[config.mk]
export PLATFORM = sky130hd
export DESIGN_NAME = ssw_serial_status
export DESIGN_NICKNAME = d
export VERILOG_FILES = /design/src/hw/ssw_pkg.sv /design/src/hw/ssw_sync.sv /design/src/hw/ssw_fault_bit.sv /design/src/hw/ssw_serial_status.sv
export SDC_FILE = /design/constraint.sdc
export NUM_CORES = 1
export LEC_CHECK = 0
export BUFFER_PORTS_ARGS = -buffer_cell sky130_fd_sc_hd__clkbuf_2
export CORE_MARGIN = 5
export CORE_UTILIZATION = 50
export DETAILED_ROUTE_END_ITERATION = 8
export GPL_ROUTABILITY_DRIVEN = 0
export PLACE_DENSITY = 0.69
export SETUP_SLACK_MARGIN = 0.15
export SYNTH_ARGS = -nofsm -noshare
export SYNTH_HDL_FRONTEND = slang
export SYNTH_HIERARCHICAL = 1
export SYNTH_SLANG_ARGS = --single-unit
export TNS_END_PERCENT = 30
[constraint.sdc]
create_clock -name clock -period 3.4 [get_ports clock]
set_input_delay 0.17 -clock clock [delete_from_list [all_inputs] [get_ports clock]]
set_output_delay 0.17 -clock clock [all_outputs]
set_load 0.01 [all_outputs]
[src/hw/ssw_pkg.sv]
// package: constants and carrier types for the switch serial control and status block
package ssw_pkg;
  localparam int SSW_WORD_BITS = 16;
  localparam int SSW_NUM_OUT = 12;
  localparam int SSW_NUM_HS = 4;
  localparam logic [2:0] SSW_ADDR_OUTPUT_CTRL = 3'h0;
  localparam logic [2:0] SSW_ADDR_OPEN_LOAD_CONFIG = 3'h1;
  localparam logic [2:0] SSW_ADDR_UNUSED_SLOT = 3'h3;
  localparam logic [2:0] SSW_ADDR_CURRENT_LIMIT_CONFIG = 3'h5;
  localparam logic [2:0] SSW_ADDR_TEST_RESERVED = 3'h7;
  localparam int SSW_ADDR_MSB = 14;
  localparam int SSW_ADDR_LSB = 12;
  localparam int SSW_WD_BIT = 15;
  localparam logic [11:0] SSW_CONFIG_RESET = 12'h000;
  localparam logic [11:0] SSW_ALL_FAULTS = 12'hFFF;
  localparam logic [4:0] SSW_BITCNT_RESET = 5'h00;

  // analog condition inputs per output, plus one overvoltage flag for all outputs
  typedef struct packed {
    logic [11:0] open_load;
    logic [11:0] over_temp;
    logic [11:0] output_on;
    logic over_voltage;
  } ssw_sense_t;

  // configuration decoded toward the power stage
  typedef struct packed {
    logic [3:0] hs_open_load_disable;
    logic [7:0] ls_open_load_enable;
    logic [3:0] hs_sustain_limit;
    logic [7:0] ls_latch_off_enable;
  } ssw_config_t;

  // supply state from the undervoltage comparators
  typedef struct packed {
    logic below_upper;
    logic below_lower;
  } ssw_supply_t;
endpackage : ssw_pkg

[src/hw/ssw_sync.sv]
// two flip-flop synchroniser for one level input
`timescale 1ns/1ps
`default_nettype none
module ssw_sync #(
  // level held during reset; must match the idle level of the pin
  parameter logic RESET_LEVEL = 1'b0
) (
  // clock and reset
  input wire logic clock,
  input wire logic resetn,
  // level in and out
  input wire logic din,
  output logic dout
);
  logic meta_reg;
  always_ff @(posedge clock or negedge resetn) begin
    if (!resetn) begin
      meta_reg <= RESET_LEVEL;
      dout <= RESET_LEVEL;
    end else begin
      meta_reg <= din;
      dout <= meta_reg;
    end
  end
endmodule : ssw_sync
`default_nettype wire

[src/hw/ssw_fault_bit.sv]
// one latched fault flag: set wins over rearm
`timescale 1ns/1ps
`default_nettype none
module ssw_fault_bit (
  // clock and reset
  input wire logic clock,
  input wire logic resetn,
  // control
  input wire logic clear,
  input wire logic set,
  // state
  output logic flag
);
  always_ff @(posedge clock or negedge resetn) begin
    if (!resetn) begin
      flag <= 1'b0;
    end else if (set) begin
      flag <= 1'b1;
    end else if (clear) begin
      flag <= 1'b0;
    end
  end
endmodule : ssw_fault_bit
`default_nettype wire

[src/hw/ssw_serial_status.sv]
// serial control and status logic of a twelve channel power switch
`timescale 1ns/1ps
`default_nettype none
module ssw_serial_status
  import ssw_pkg::*;
(
  // clock and reset
  input wire logic clock,
  input wire logic resetn,
  // serial link from the host
  input wire logic chip_select_n,
  input wire logic serial_clock,
  input wire logic serial_in,
  output logic serial_out,
  output logic serial_out_oe_n,
  // direct pins mirrored in the status word
  input wire logic direct_high_side_input_0,
  input wire logic direct_high_side_input_1,
  input wire logic direct_high_side_input_2,
  input wire logic direct_high_side_input_3,
  input wire logic fail_safe_input,
  input wire logic wake_input,
  // analog conditions and supply
  input wire ssw_pkg::ssw_sense_t sense,
  input wire ssw_pkg::ssw_supply_t supply,
  // configuration and control toward the power stage
  output ssw_pkg::ssw_config_t config_out,
  output logic [11:0] output_control_register,
  output logic outputs_enable,
  // fault indication, open drain
  output logic fault_flag_pin,
  output logic fault_flag_pin_oe_n
);
  import ssw_pkg::*;

  // synchronised link pins
  logic cs_n_s;
  logic sclk_s;
  logic si_s;
  // chip select idles high; a low reset level would fake a frame start
  ssw_sync #(.RESET_LEVEL(1'b1)) u_sync_cs (.clock(clock), .resetn(resetn), .din(chip_select_n),
                                           .dout(cs_n_s));
  ssw_sync u_sync_sck (.clock(clock), .resetn(resetn), .din(serial_clock), .dout(sclk_s));
  ssw_sync u_sync_si (.clock(clock), .resetn(resetn), .din(serial_in), .dout(si_s));

  // direct pins pass two flip-flops as well
  logic [5:0] pins_raw;
  logic [5:0] pins_s;
  assign pins_raw = {direct_high_side_input_0, direct_high_side_input_1, fail_safe_input,
                     direct_high_side_input_2, direct_high_side_input_3, wake_input};
  genvar gi;
  generate
    for (gi = 0; gi < 6; gi++) begin : g_pin_sync
      ssw_sync u_sync (.clock(clock), .resetn(resetn), .din(pins_raw[gi]), .dout(pins_s[gi]));
    end
  endgenerate

  // supply comparators are analog, synchronised too
  logic uv_upper_s;
  logic uv_lower_s;
  ssw_sync u_sync_uvu (.clock(clock), .resetn(resetn), .din(supply.below_upper),
                       .dout(uv_upper_s));
  ssw_sync u_sync_uvl (.clock(clock), .resetn(resetn), .din(supply.below_lower),
                       .dout(uv_lower_s));

  // analog sense levels come from outside the clock domain as well
  ssw_sense_t sense_s;
  generate
    for (gi = 0; gi < $bits(ssw_sense_t); gi++) begin : g_sense_sync
      ssw_sync u_sync (.clock(clock), .resetn(resetn), .din(sense[gi]), .dout(sense_s[gi]));
    end
  endgenerate

  logic cs_n_d_reg;
  logic sclk_d_reg;
  logic [15:0] rx_reg;
  logic [15:0] tx_reg;
  logic [4:0] bitcnt_reg;
  logic len_ok_reg;
  logic wd_echo_reg;
  logic [11:0] open_load_config;
  logic [11:0] current_limit_config;
  logic [11:0] out_ctrl_reg;
  logic so_reg;
  logic so_oe_n_reg;
  logic fault_pin_reg;
  logic outputs_en_reg;
  logic [11:0] was_on_reg;
  logic [11:0] fault_flags;

  // edge detection on the sampled link
  wire cs_fall = cs_n_d_reg & ~cs_n_s;
  wire cs_rise = ~cs_n_d_reg & cs_n_s;
  wire in_frame = ~cs_n_s & ~cs_n_d_reg;
  wire sck_rise = in_frame & ~sclk_d_reg & sclk_s;
  wire sck_fall = in_frame & sclk_d_reg & ~sclk_s;

  // decode of the received word
  wire [2:0] rx_addr = rx_reg[SSW_ADDR_MSB:SSW_ADDR_LSB];
  wire [11:0] rx_data = rx_reg[11:0];
  wire word_ok = cs_rise & len_ok_reg;
  wire wr_out_ctrl = word_ok & (rx_addr == SSW_ADDR_OUTPUT_CTRL);
  wire wr_open_load = word_ok & (rx_addr == SSW_ADDR_OPEN_LOAD_CONFIG);
  wire wr_cur_limit = word_ok & (rx_addr == SSW_ADDR_CURRENT_LIMIT_CONFIG);
  wire reinit = uv_lower_s;

  // mirror bits chosen by the echo bit
  wire [2:0] mirror = wd_echo_reg ? pins_s[2:0] : pins_s[5:3];
  wire [15:0] status_word = {wd_echo_reg, mirror, fault_flags};

  // overtemperature while on or on since the last complete frame; current limit has no input here
  wire [11:0] ot_set = sense_s.over_temp & (sense_s.output_on | was_on_reg);
  // open-load only while off and detection enabled
  wire [11:0] ol_enable = {open_load_config[11:4], ~open_load_config[3:0]};
  wire [11:0] ol_set = sense_s.open_load & ~sense_s.output_on & ol_enable;
  wire [11:0] ov_set = sense_s.over_voltage ? SSW_ALL_FAULTS : 12'h000;
  wire [11:0] fault_set = ot_set | ol_set | ov_set;
  // read after switch-on clears the open-load bit
  wire [11:0] on_clear = {12{cs_fall}} & sense_s.output_on & ~ot_set;
  wire [11:0] fault_clear = {12{cs_rise | reinit}} | on_clear;
  wire any_fault = |fault_flags | |fault_set;

  generate
    for (gi = 0; gi < SSW_NUM_OUT; gi++) begin : g_fault
      ssw_fault_bit u_fault (
        .clock(clock),
        .resetn(resetn),
        .clear(fault_clear[gi]),
        .set(fault_set[gi] & ~reinit),
        .flag(fault_flags[gi])
      );
    end
  endgenerate

  // link edge history
  always_ff @(posedge clock or negedge resetn) begin
    if (!resetn) begin
      cs_n_d_reg <= 1'b1;
      sclk_d_reg <= 1'b0;
    end else begin
      cs_n_d_reg <= cs_n_s;
      sclk_d_reg <= sclk_s;
    end
  end

  // receive on rising serial clock edges
  always_ff @(posedge clock or negedge resetn) begin
    if (!resetn) begin
      rx_reg <= 16'h0000;
      bitcnt_reg <= SSW_BITCNT_RESET;
      len_ok_reg <= 1'b0;
    end else if (cs_fall) begin
      bitcnt_reg <= SSW_BITCNT_RESET;
      len_ok_reg <= 1'b0;
    end else if (sck_rise) begin
      rx_reg <= {rx_reg[14:0], si_s};
      bitcnt_reg <= (bitcnt_reg == 5'h0F) ? 5'h10 : {1'b0, bitcnt_reg[3:0] + 4'h1};
      len_ok_reg <= (bitcnt_reg[3:0] == 4'hF);
    end
  end

  // transmit: load on fall, shift MSB first, then pass input through
  always_ff @(posedge clock or negedge resetn) begin
    if (!resetn) begin
      tx_reg <= 16'h0000;
    end else if (cs_fall) begin
      tx_reg <= status_word;
    end else if (sck_rise) begin
      tx_reg <= {tx_reg[14:0], si_s};
    end
  end

  // serial output changes on falling edge, floats outside a frame
  always_ff @(posedge clock or negedge resetn) begin
    if (!resetn) begin
      so_reg <= 1'b0;
      so_oe_n_reg <= 1'b1;
    end else if (cs_n_s) begin
      so_oe_n_reg <= 1'b1;
    end else if (cs_fall) begin
      so_reg <= status_word[15];
      so_oe_n_reg <= 1'b0;
    end else if (sck_fall) begin
      so_reg <= tx_reg[15];
    end
  end

  always_ff @(posedge clock or negedge resetn) begin
    if (!resetn) begin
      open_load_config <= SSW_CONFIG_RESET;
      current_limit_config <= SSW_CONFIG_RESET;
      out_ctrl_reg <= SSW_CONFIG_RESET;
      wd_echo_reg <= 1'b0;
    end else if (reinit) begin
      open_load_config <= SSW_CONFIG_RESET;
      current_limit_config <= SSW_CONFIG_RESET;
      out_ctrl_reg <= SSW_CONFIG_RESET;
      wd_echo_reg <= 1'b0;
    end else begin
      if (wr_open_load) begin
        open_load_config <= rx_data;
      end
      if (wr_cur_limit) begin
        current_limit_config <= rx_data;
      end
      if (wr_out_ctrl) begin
        out_ctrl_reg <= rx_data;
        wd_echo_reg <= rx_reg[SSW_WD_BIT];
      end
    end
  end

  // outputs that were on since the last complete frame, for overtemperature latching
  always_ff @(posedge clock or negedge resetn) begin
    if (!resetn) begin
      was_on_reg <= 12'h000;
    end else if (word_ok) begin
      was_on_reg <= sense_s.output_on;
    end else begin
      was_on_reg <= was_on_reg | sense_s.output_on;
    end
  end

  // outputs off below the upper threshold, state kept
  always_ff @(posedge clock or negedge resetn) begin
    if (!resetn) begin
      outputs_en_reg <= 1'b0;
    end else begin
      outputs_en_reg <= ~uv_upper_s;
    end
  end

  always_ff @(posedge clock or negedge resetn) begin
    if (!resetn) begin
      fault_pin_reg <= 1'b1;
    end else begin
      fault_pin_reg <= ~any_fault;
    end
  end

  always_ff @(posedge clock or negedge resetn) begin
    if (!resetn) begin
      config_out <= '0;
      output_control_register <= 12'h000;
    end else begin
      config_out <= {open_load_config[3:0], open_load_config[11:4],
                     current_limit_config[3:0], current_limit_config[11:4]};
      output_control_register <= out_ctrl_reg;
    end
  end

  assign outputs_enable = outputs_en_reg;
  assign serial_out = so_reg;
  assign serial_out_oe_n = so_oe_n_reg;
  assign fault_flag_pin = 1'b0;
  assign fault_flag_pin_oe_n = fault_pin_reg;

  a_len_guard : assert property (@(posedge clock) disable iff (!resetn)
    (cs_rise && !len_ok_reg) |=> $stable(open_load_config) && $stable(current_limit_config))
    else $error("configuration changed on a short frame");
  // test and unused addresses leave registers alone
  a_test_addr : assert property (@(posedge clock) disable iff (!resetn)
    (cs_rise && (rx_addr == SSW_ADDR_TEST_RESERVED || rx_addr == SSW_ADDR_UNUSED_SLOT) && !reinit)
    |=> $stable(open_load_config) && $stable(current_limit_config) && $stable(out_ctrl_reg))
    else $error("reserved address altered a register");
  a_ol_write : assert property (@(posedge clock) disable iff (!resetn)
    (wr_open_load && !reinit) |=> open_load_config == $past(rx_data))
    else $error("open-load config not written");
  // current limit write reaches the power stage two cycles on
  a_cl_out : assert property (@(posedge clock) disable iff (!resetn)
    (wr_cur_limit && !reinit) |-> ##2 config_out.hs_sustain_limit == $past(rx_data[3:0], 2))
    else $error("sustain limit not forwarded");
  // output floats after chip select rise
  a_so_float : assert property (@(posedge clock) disable iff (!resetn)
    cs_rise |=> serial_out_oe_n)
    else $error("serial output still driven after frame");
  // first bit driven on chip select fall
  a_first_bit : assert property (@(posedge clock) disable iff (!resetn)
    cs_fall |=> (serial_out == $past(status_word[15])) && !serial_out_oe_n)
    else $error("first status bit wrong");
  a_ov_all : assert property (@(posedge clock) disable iff (!resetn)
    (sense_s.over_voltage && !reinit) |=> fault_flags == SSW_ALL_FAULTS)
    else $error("overvoltage not flagged on all outputs");
  a_fault_pin : assert property (@(posedge clock) disable iff (!resetn)
    (|fault_flags) |=> !fault_flag_pin_oe_n)
    else $error("fault pin not asserted");
  a_reinit_clears : assert property (@(posedge clock) disable iff (!resetn)
    reinit |=> open_load_config == SSW_CONFIG_RESET && fault_flags == 12'h000)
    else $error("state kept below lower threshold");
  a_latch_off : assert property (@(posedge clock) disable iff (!resetn)
    (wr_cur_limit && !reinit) |-> ##2 config_out.ls_latch_off_enable == $past(rx_data[11:4], 2))
    else $error("latch-off enable not forwarded");
  a_ot_latch : assert property (@(posedge clock) disable iff (!resetn)
    (ot_set != 12'h000 && !reinit) |=> (fault_flags & $past(ot_set)) == $past(ot_set))
    else $error("overtemperature fault not latched");
  a_fault_rearm : assert property (@(posedge clock) disable iff (!resetn)
    (cs_rise && !reinit && fault_set == 12'h000) |=> fault_flags == 12'h000)
    else $error("fault flags not rearmed after frame");
  a_uv_off : assert property (@(posedge clock) disable iff (!resetn)
    uv_upper_s |=> !outputs_enable)
    else $error("outputs still enabled in undervoltage");
endmodule : ssw_serial_status
`default_nettype wire

Word-level counts from Yosys, hierarchy flattened
Cells that the tools add are included.
{"block": "word_totals", "ff_bits": 237, "in_bits": 50, "output_inout_bits": 41, "elab_cells": 247}
{"block": "op_classes", "n_eq_ne": 4, "add_sub_neg": 1, "reduce_logical": 23, "mux": 46, "bitwise_logic": 45}
{"op": "2-to-1 mux 12 bit", "n": 8}
{"op": "AND 12 bit", "n": 5}
{"op": "bitwise OR 12 bit", "n": 4}
{"op": "nonzero test 2 bit", "n": 18}
{"op": "2-to-1 mux 1 bit", "n": 32}
{"op": "2-to-1 mux 16 bit", "n": 2}
{"op": "inverter 12 bit", "n": 2}
{"op": "OR reduction 12 bit", "n": 2}
{"op": "AND 1 bit", "n": 23}
{"op": "2-to-1 mux 5 bit", "n": 3}
{"op": "inverter 1 bit", "n": 8}
{"op": "== test 5 x 4 -> 1 bit (second input constant)", "n": 1}
{"op": "adder 4 x 1 -> 4 bit (second input constant)", "n": 1}
{"op": "== test 4 bit (second input constant)", "n": 1}
{"op": "inverter 4 bit", "n": 1}
{"op": "AND reduction 2 bit", "n": 2}
{"op": "== test 3 x 1 -> 1 bit (second input constant)", "n": 1}
{"op": "== test 3 bit (second input constant)", "n": 1}
{"op": "logical NOT 3 bit", "n": 1}
{"op": "2-to-1 mux 3 bit", "n": 1}
{"op": "bitwise OR 1 bit", "n": 2}

Depth between registers and ports, before layout
{"block": "logic_depth", "ltp_word": 8, "mapped_depth": 7, "ltp_nobuf": 5}

Modules after synthesis
Netlist, hierarchy kept.
{"module": "ssw_serial_status", "cells_each": 481, "n_inst": 1, "area_each_um2": 5113.7}
{"module": "ssw_sync at g_pin_sync[0].u_sync ...", "cells_each": 2, "n_inst": 47, "area_each_um2": 50.0}
{"module": "ssw_fault_bit", "cells_each": 3, "n_inst": 12, "area_each_um2": 36.3}
{"module": "ssw_sync at u_sync_cs", "cells_each": 2, "n_inst": 1, "area_each_um2": 52.6}

Worst setup path before layout
Ideal clock, no wire load.
{"block": "synth_path", "kind": "reg-to-reg", "startpoint": "register u_sync_cs.dout", "endpoint": "register open_load_config[10]", "slack_ns": 1.580, "arrival_ns": 1.688, "path_stages_with_launch": 8, "path_buffers": 3, "path_cell_list": "dfstp_2 > buf_4 > nand3b_4 > or4b_1 > buf_2 > buf_6 > mux2i_1 > nor2_1"}
{"block": "synth_between", "elab_chain_cells": 4}
{"item": "start: declaration", "line": "ssw_sync.sv:13", "text": "output logic dout"}
{"item": "start signal: assignment", "line": "ssw_sync.sv:22", "text": "dout <= meta_reg;"}
{"item": "AND 1 bit", "line": "ssw_serial_status.sv:93", "text": "wire cs_rise = ~cs_n_d_reg & cs_n_s;"}
{"item": "AND 1 bit", "line": "ssw_serial_status.sv:101", "text": "wire word_ok = cs_rise & len_ok_reg;"}
{"item": "AND 1 bit", "line": "ssw_serial_status.sv:103", "text": "wire wr_open_load = word_ok & (rx_addr == SSW_ADDR_OPEN_LOAD_CONFIG);"}
{"item": "nonzero test 2 bit (no line)"}
{"item": "end signal: assignment", "line": "ssw_serial_status.sv:201", "text": "open_load_config <= rx_data;"}
{"item": "end: declaration", "line": "ssw_serial_status.sv:81", "text": "logic [11:0] open_load_config;"}
Every way passes these cells.
A chain may end at the register's enable or synchronous reset.

Worst setup path after layout
Ends and elaborated chain as after synthesis.

==> out/metrics.yaml <==
die:
  num_io_pins: 91
  rows: 46
  start_util_pct: 50.4
  die_h_um: 136
  fp.dieW_um: 136
  core-area_um2: 15800
  die_area_um2: 18500
timing:
  max_clock_freq_mhz: 442
  finalCritPeriodShare_pct: 66.6
  fin_skew_ns: 0.00606
  worst_pin_slew_ns: 1.13
  rsz0062_at_grt: "false"
  setup_violations: 0
  report.final.slew_viol_count: 0
  finalCriticalPeriod_ns: 2.26
  hold_viol: 0
  relSlewSlack_pct: 24.4
  finalSetupTns_ns: 0
logic_synthesis:
  ys_ff_latch: 237
  synth-edff-count: 0
  syn_nets: 664
  syn_inst: 613
  async_reset_ff_share_pct: 100
  yosysSeqAreaShare_pct: 74.6
  post_synth_num_cell_types: 39
  ys.flop_type: "dfrtp_1"
  syn_area_per_cell_um2: 13.0
  synthesis.area_um2: 7950
  yosysWarnings: 6
placed_design:
  port_buffers: 89
  dp_hpwl_um: 9970
  placed_cells: 898
setup_path:
  worstPathMaxFanout: 16
  arrival_ns: 2.64
  crit_type: "reg2reg"
  required_ns: 3.77
  crit_chain: "nand3b_4 -> or4b_1 -> mux2i_1 -> nor2_1"
  slowest_stage: "or4b_1"
  worstSetupEndpointType: "register"
  cp-start-kind: "register"
  cpPeakStageDelay_ns: 0.87
grt:
  grt_pass1_wl_um: 26500
  antenna_found_initial: 0
  grt_pass1_vias: 5057
  gr-usage-met3_pct: 2.74
  top_usage_layer: "met2"
  grt_overflow_total: 0
  grt_max_degree: 114
  grt_use_met2_pct: 29.5
  use_met1_pct: 25.4
  grt_usage_pct: 18.0
cts:
  cts_hold_buffers: 49
  cts.reportedPaths.clkPinSlew_ns: 0.06
  postCtsSetupBuffers: 0
  htree_levels: 1
  cts_buffers: 22
  cts_tree: "built"
  post_cts_resized: 0
  cts.sinks: 237
  clockBufferDepth: 3
  cts-root-buf: "clkbuf_16"
  clk_latency_ns: 0.50
finish:
  drive_above_1_share_pct: 18.7
  fillers: 1177
  n_antenna_cell: 0
  final_cells: 987
  layout.nets: 806
  area_growth_pct: 25.0
pwr:
  seqPwrFrac_pct: 50.6
  p_int_mw: 4.77
  power_density_nw_per_um2: 604
  ir_drop_mv: 0.371
  switchingPower_mw: 1.24
  swShare_pct: 20.6
  leakagePower_nw: 4.96
  clock_power_share_pct: 44.8
  comb_power_share_pct: 4.5
run:
  cap_violations: 0
routing:
  finalWirelength_um: 15700
  viasPerCell: 4.99
  ant_nets: 0
  route.detailed.wl_per_inst_um: 15.9
  drc: 0
  vias: 4927
  first_pass_iters: 4
  drtIter0Drc: 426
worst_hold_path:
  hp-class: "in2async"
status:
  run_status: "finished clean"
[metal layers]
| layer | share of wire (%) | up-vias |
|---|---|---|
| li1 | - | 2306 |
| met1 | 41 | 2471 |
| met2 | 51 | 125 |
| met3 | 5.7 | 25 |
| met4 | 1.9 | 0 |
| met5 | 0 | - |
[critical path, delay by kind of cell, from the launching register on]
family	cells	cell delay [ns]
and+or+nand+nor	3	1.19
muxes	1	0.28
DFF	1	0.66
[synth_stat cells, types with 3 or more instances]
master / n / area (um^2)
nand4_1: 3 / 18.8
inv_1: 23 / 86.3
o21a_1: 12 / 90.1
nor2b_1: 4 / 25.0
a21oi_1: 15 / 75.1
nor3_1: 5 / 25.0
dfstp_2: 5 / 131
nand2_1: 129 / 484
nand3_1: 5 / 25.0
nand2b_1: 6 / 37.5
mux2i_1: 24 / 240
a22oi_1: 12 / 90.1
o31ai_1: 8 / 60.1
a31oi_1: 4 / 25.0
dfrtp_1: 232 / 5810
nor3b_1: 5 / 37.5
a211oi_1: 3 / 22.5
nor2_1: 40 / 150
buf_4: 3 / 22.5
nor4_1: 5 / 31.3
o21ai_0: 7 / 35.0
a21o_1: 17 / 128
clkbuf_1: 21 / 78.8
a311oi_1: 8 / 70.1
[cells by family after synthesis]
group | share of synthesized area [%]
AO/OA/AOI/OAI | 7.66
adder cells (fa/ha/maj) | 0.157
flip-flops | 74.6
other | 0.0471
XOR/XNOR | 0.110
buffers and inverters | 2.67
multiplexers | 3.16
AND/OR/NAND/NOR | 11.5
[cell usage in the layout (no fill, tap or decap), types with 6 or more instances in the layout]
cell type | synthesis | routed
o21ai_0 | 7 | 7
buf_4 | 3 | 7
nor2_1 | 40 | 40
clkbuf_2 | 0 | 88
nand2b_1 | 6 | 6
a311oi_1 | 8 | 8
a21oi_1 | 15 | 15
inv_1 | 23 | 23
mux2i_1 | 24 | 24
a21o_1 | 17 | 17
nand2_1 | 129 | 129
clkbuf_16 | 0 | 23
dfrtp_1 | 232 | 232
o31ai_1 | 8 | 8
o21a_1 | 12 | 12
a22oi_1 | 12 | 12
dlygate4sd3_1 | 0 | 49
[worst paths after layout]
path | startpoint | endpoint | slack, ns | cells after the start
worst max-delay path | u_sync_cs/dout | open_load_config[10] | 1.14 | 4
worst min register to register | g_sense_sync[3].u_sync/meta_reg | g_sense_sync[3].u_sync/dout | 0.35 | 0
worst max register to register | u_sync_cs/dout | open_load_config[10] | 1.14 | 4
min in group clock | sense[34] | g_sense_sync[34].u_sync/meta_reg | 0.31 | 2
worst min-delay path | resetn | outputs_enable | 0.31 | 2
max in group asynchronous | resetn | u_sync_cs/meta_reg | 2.13 | 3
[power groups by stage]
| stage | registers [mW] | logic, mW | clock network, mW |
|---|---|---|---|
| global route | 3.06 | 0.313 | 2.86 |
| global placement | 3.08 | 0.219 | 0 |
| detailed placement | 3.09 | 0.232 | 0 |
| CTS | 3.04 | 0.279 | 2.75 |
| floorplan | 3.05 | 0.123 | 0 |
| finish | 3.04 | 0.273 | 2.69 |
[layout make-up]
cell class | count | area [um^2] | share of cell area [%]
inverter | 23 | 86.3 | 0.868
multi-input combinational | 325 | 1810 | 18.2
sequential | 237 | 5940 | 59.7
clock buffer | 30 | 642 | 6.46
tap | 216 | 270 | 2.72
clock inverter | 10 | 178 | 1.79
timing repair buffer | 146 | 1020 | 10.2
[metrics by stage]
| step | hold WS, ns | util [%] | setup slack (ns) | instance area, um^2 | power, mW |
|---|---|---|---|---|---|
| after detailed placement | 0.260 | 54.7 | 1.14 | 8630 | 3.32 |
| after floorplan | -0.126 | - | 1.58 | 7950 | 3.17 |
| after global routing | 0.297 | 63.0 | 1.02 | 9940 | 6.23 |
| after global placement | 0.271 | 54.7 | 1.25 | 8630 | 3.30 |
| final | 0.311 | 63.0 | 1.14 | 9940 | 6.01 |
| after CTS | 0.293 | 63.0 | 1.11 | 9940 | 6.07 |
(Power assumes the default switching activity.)
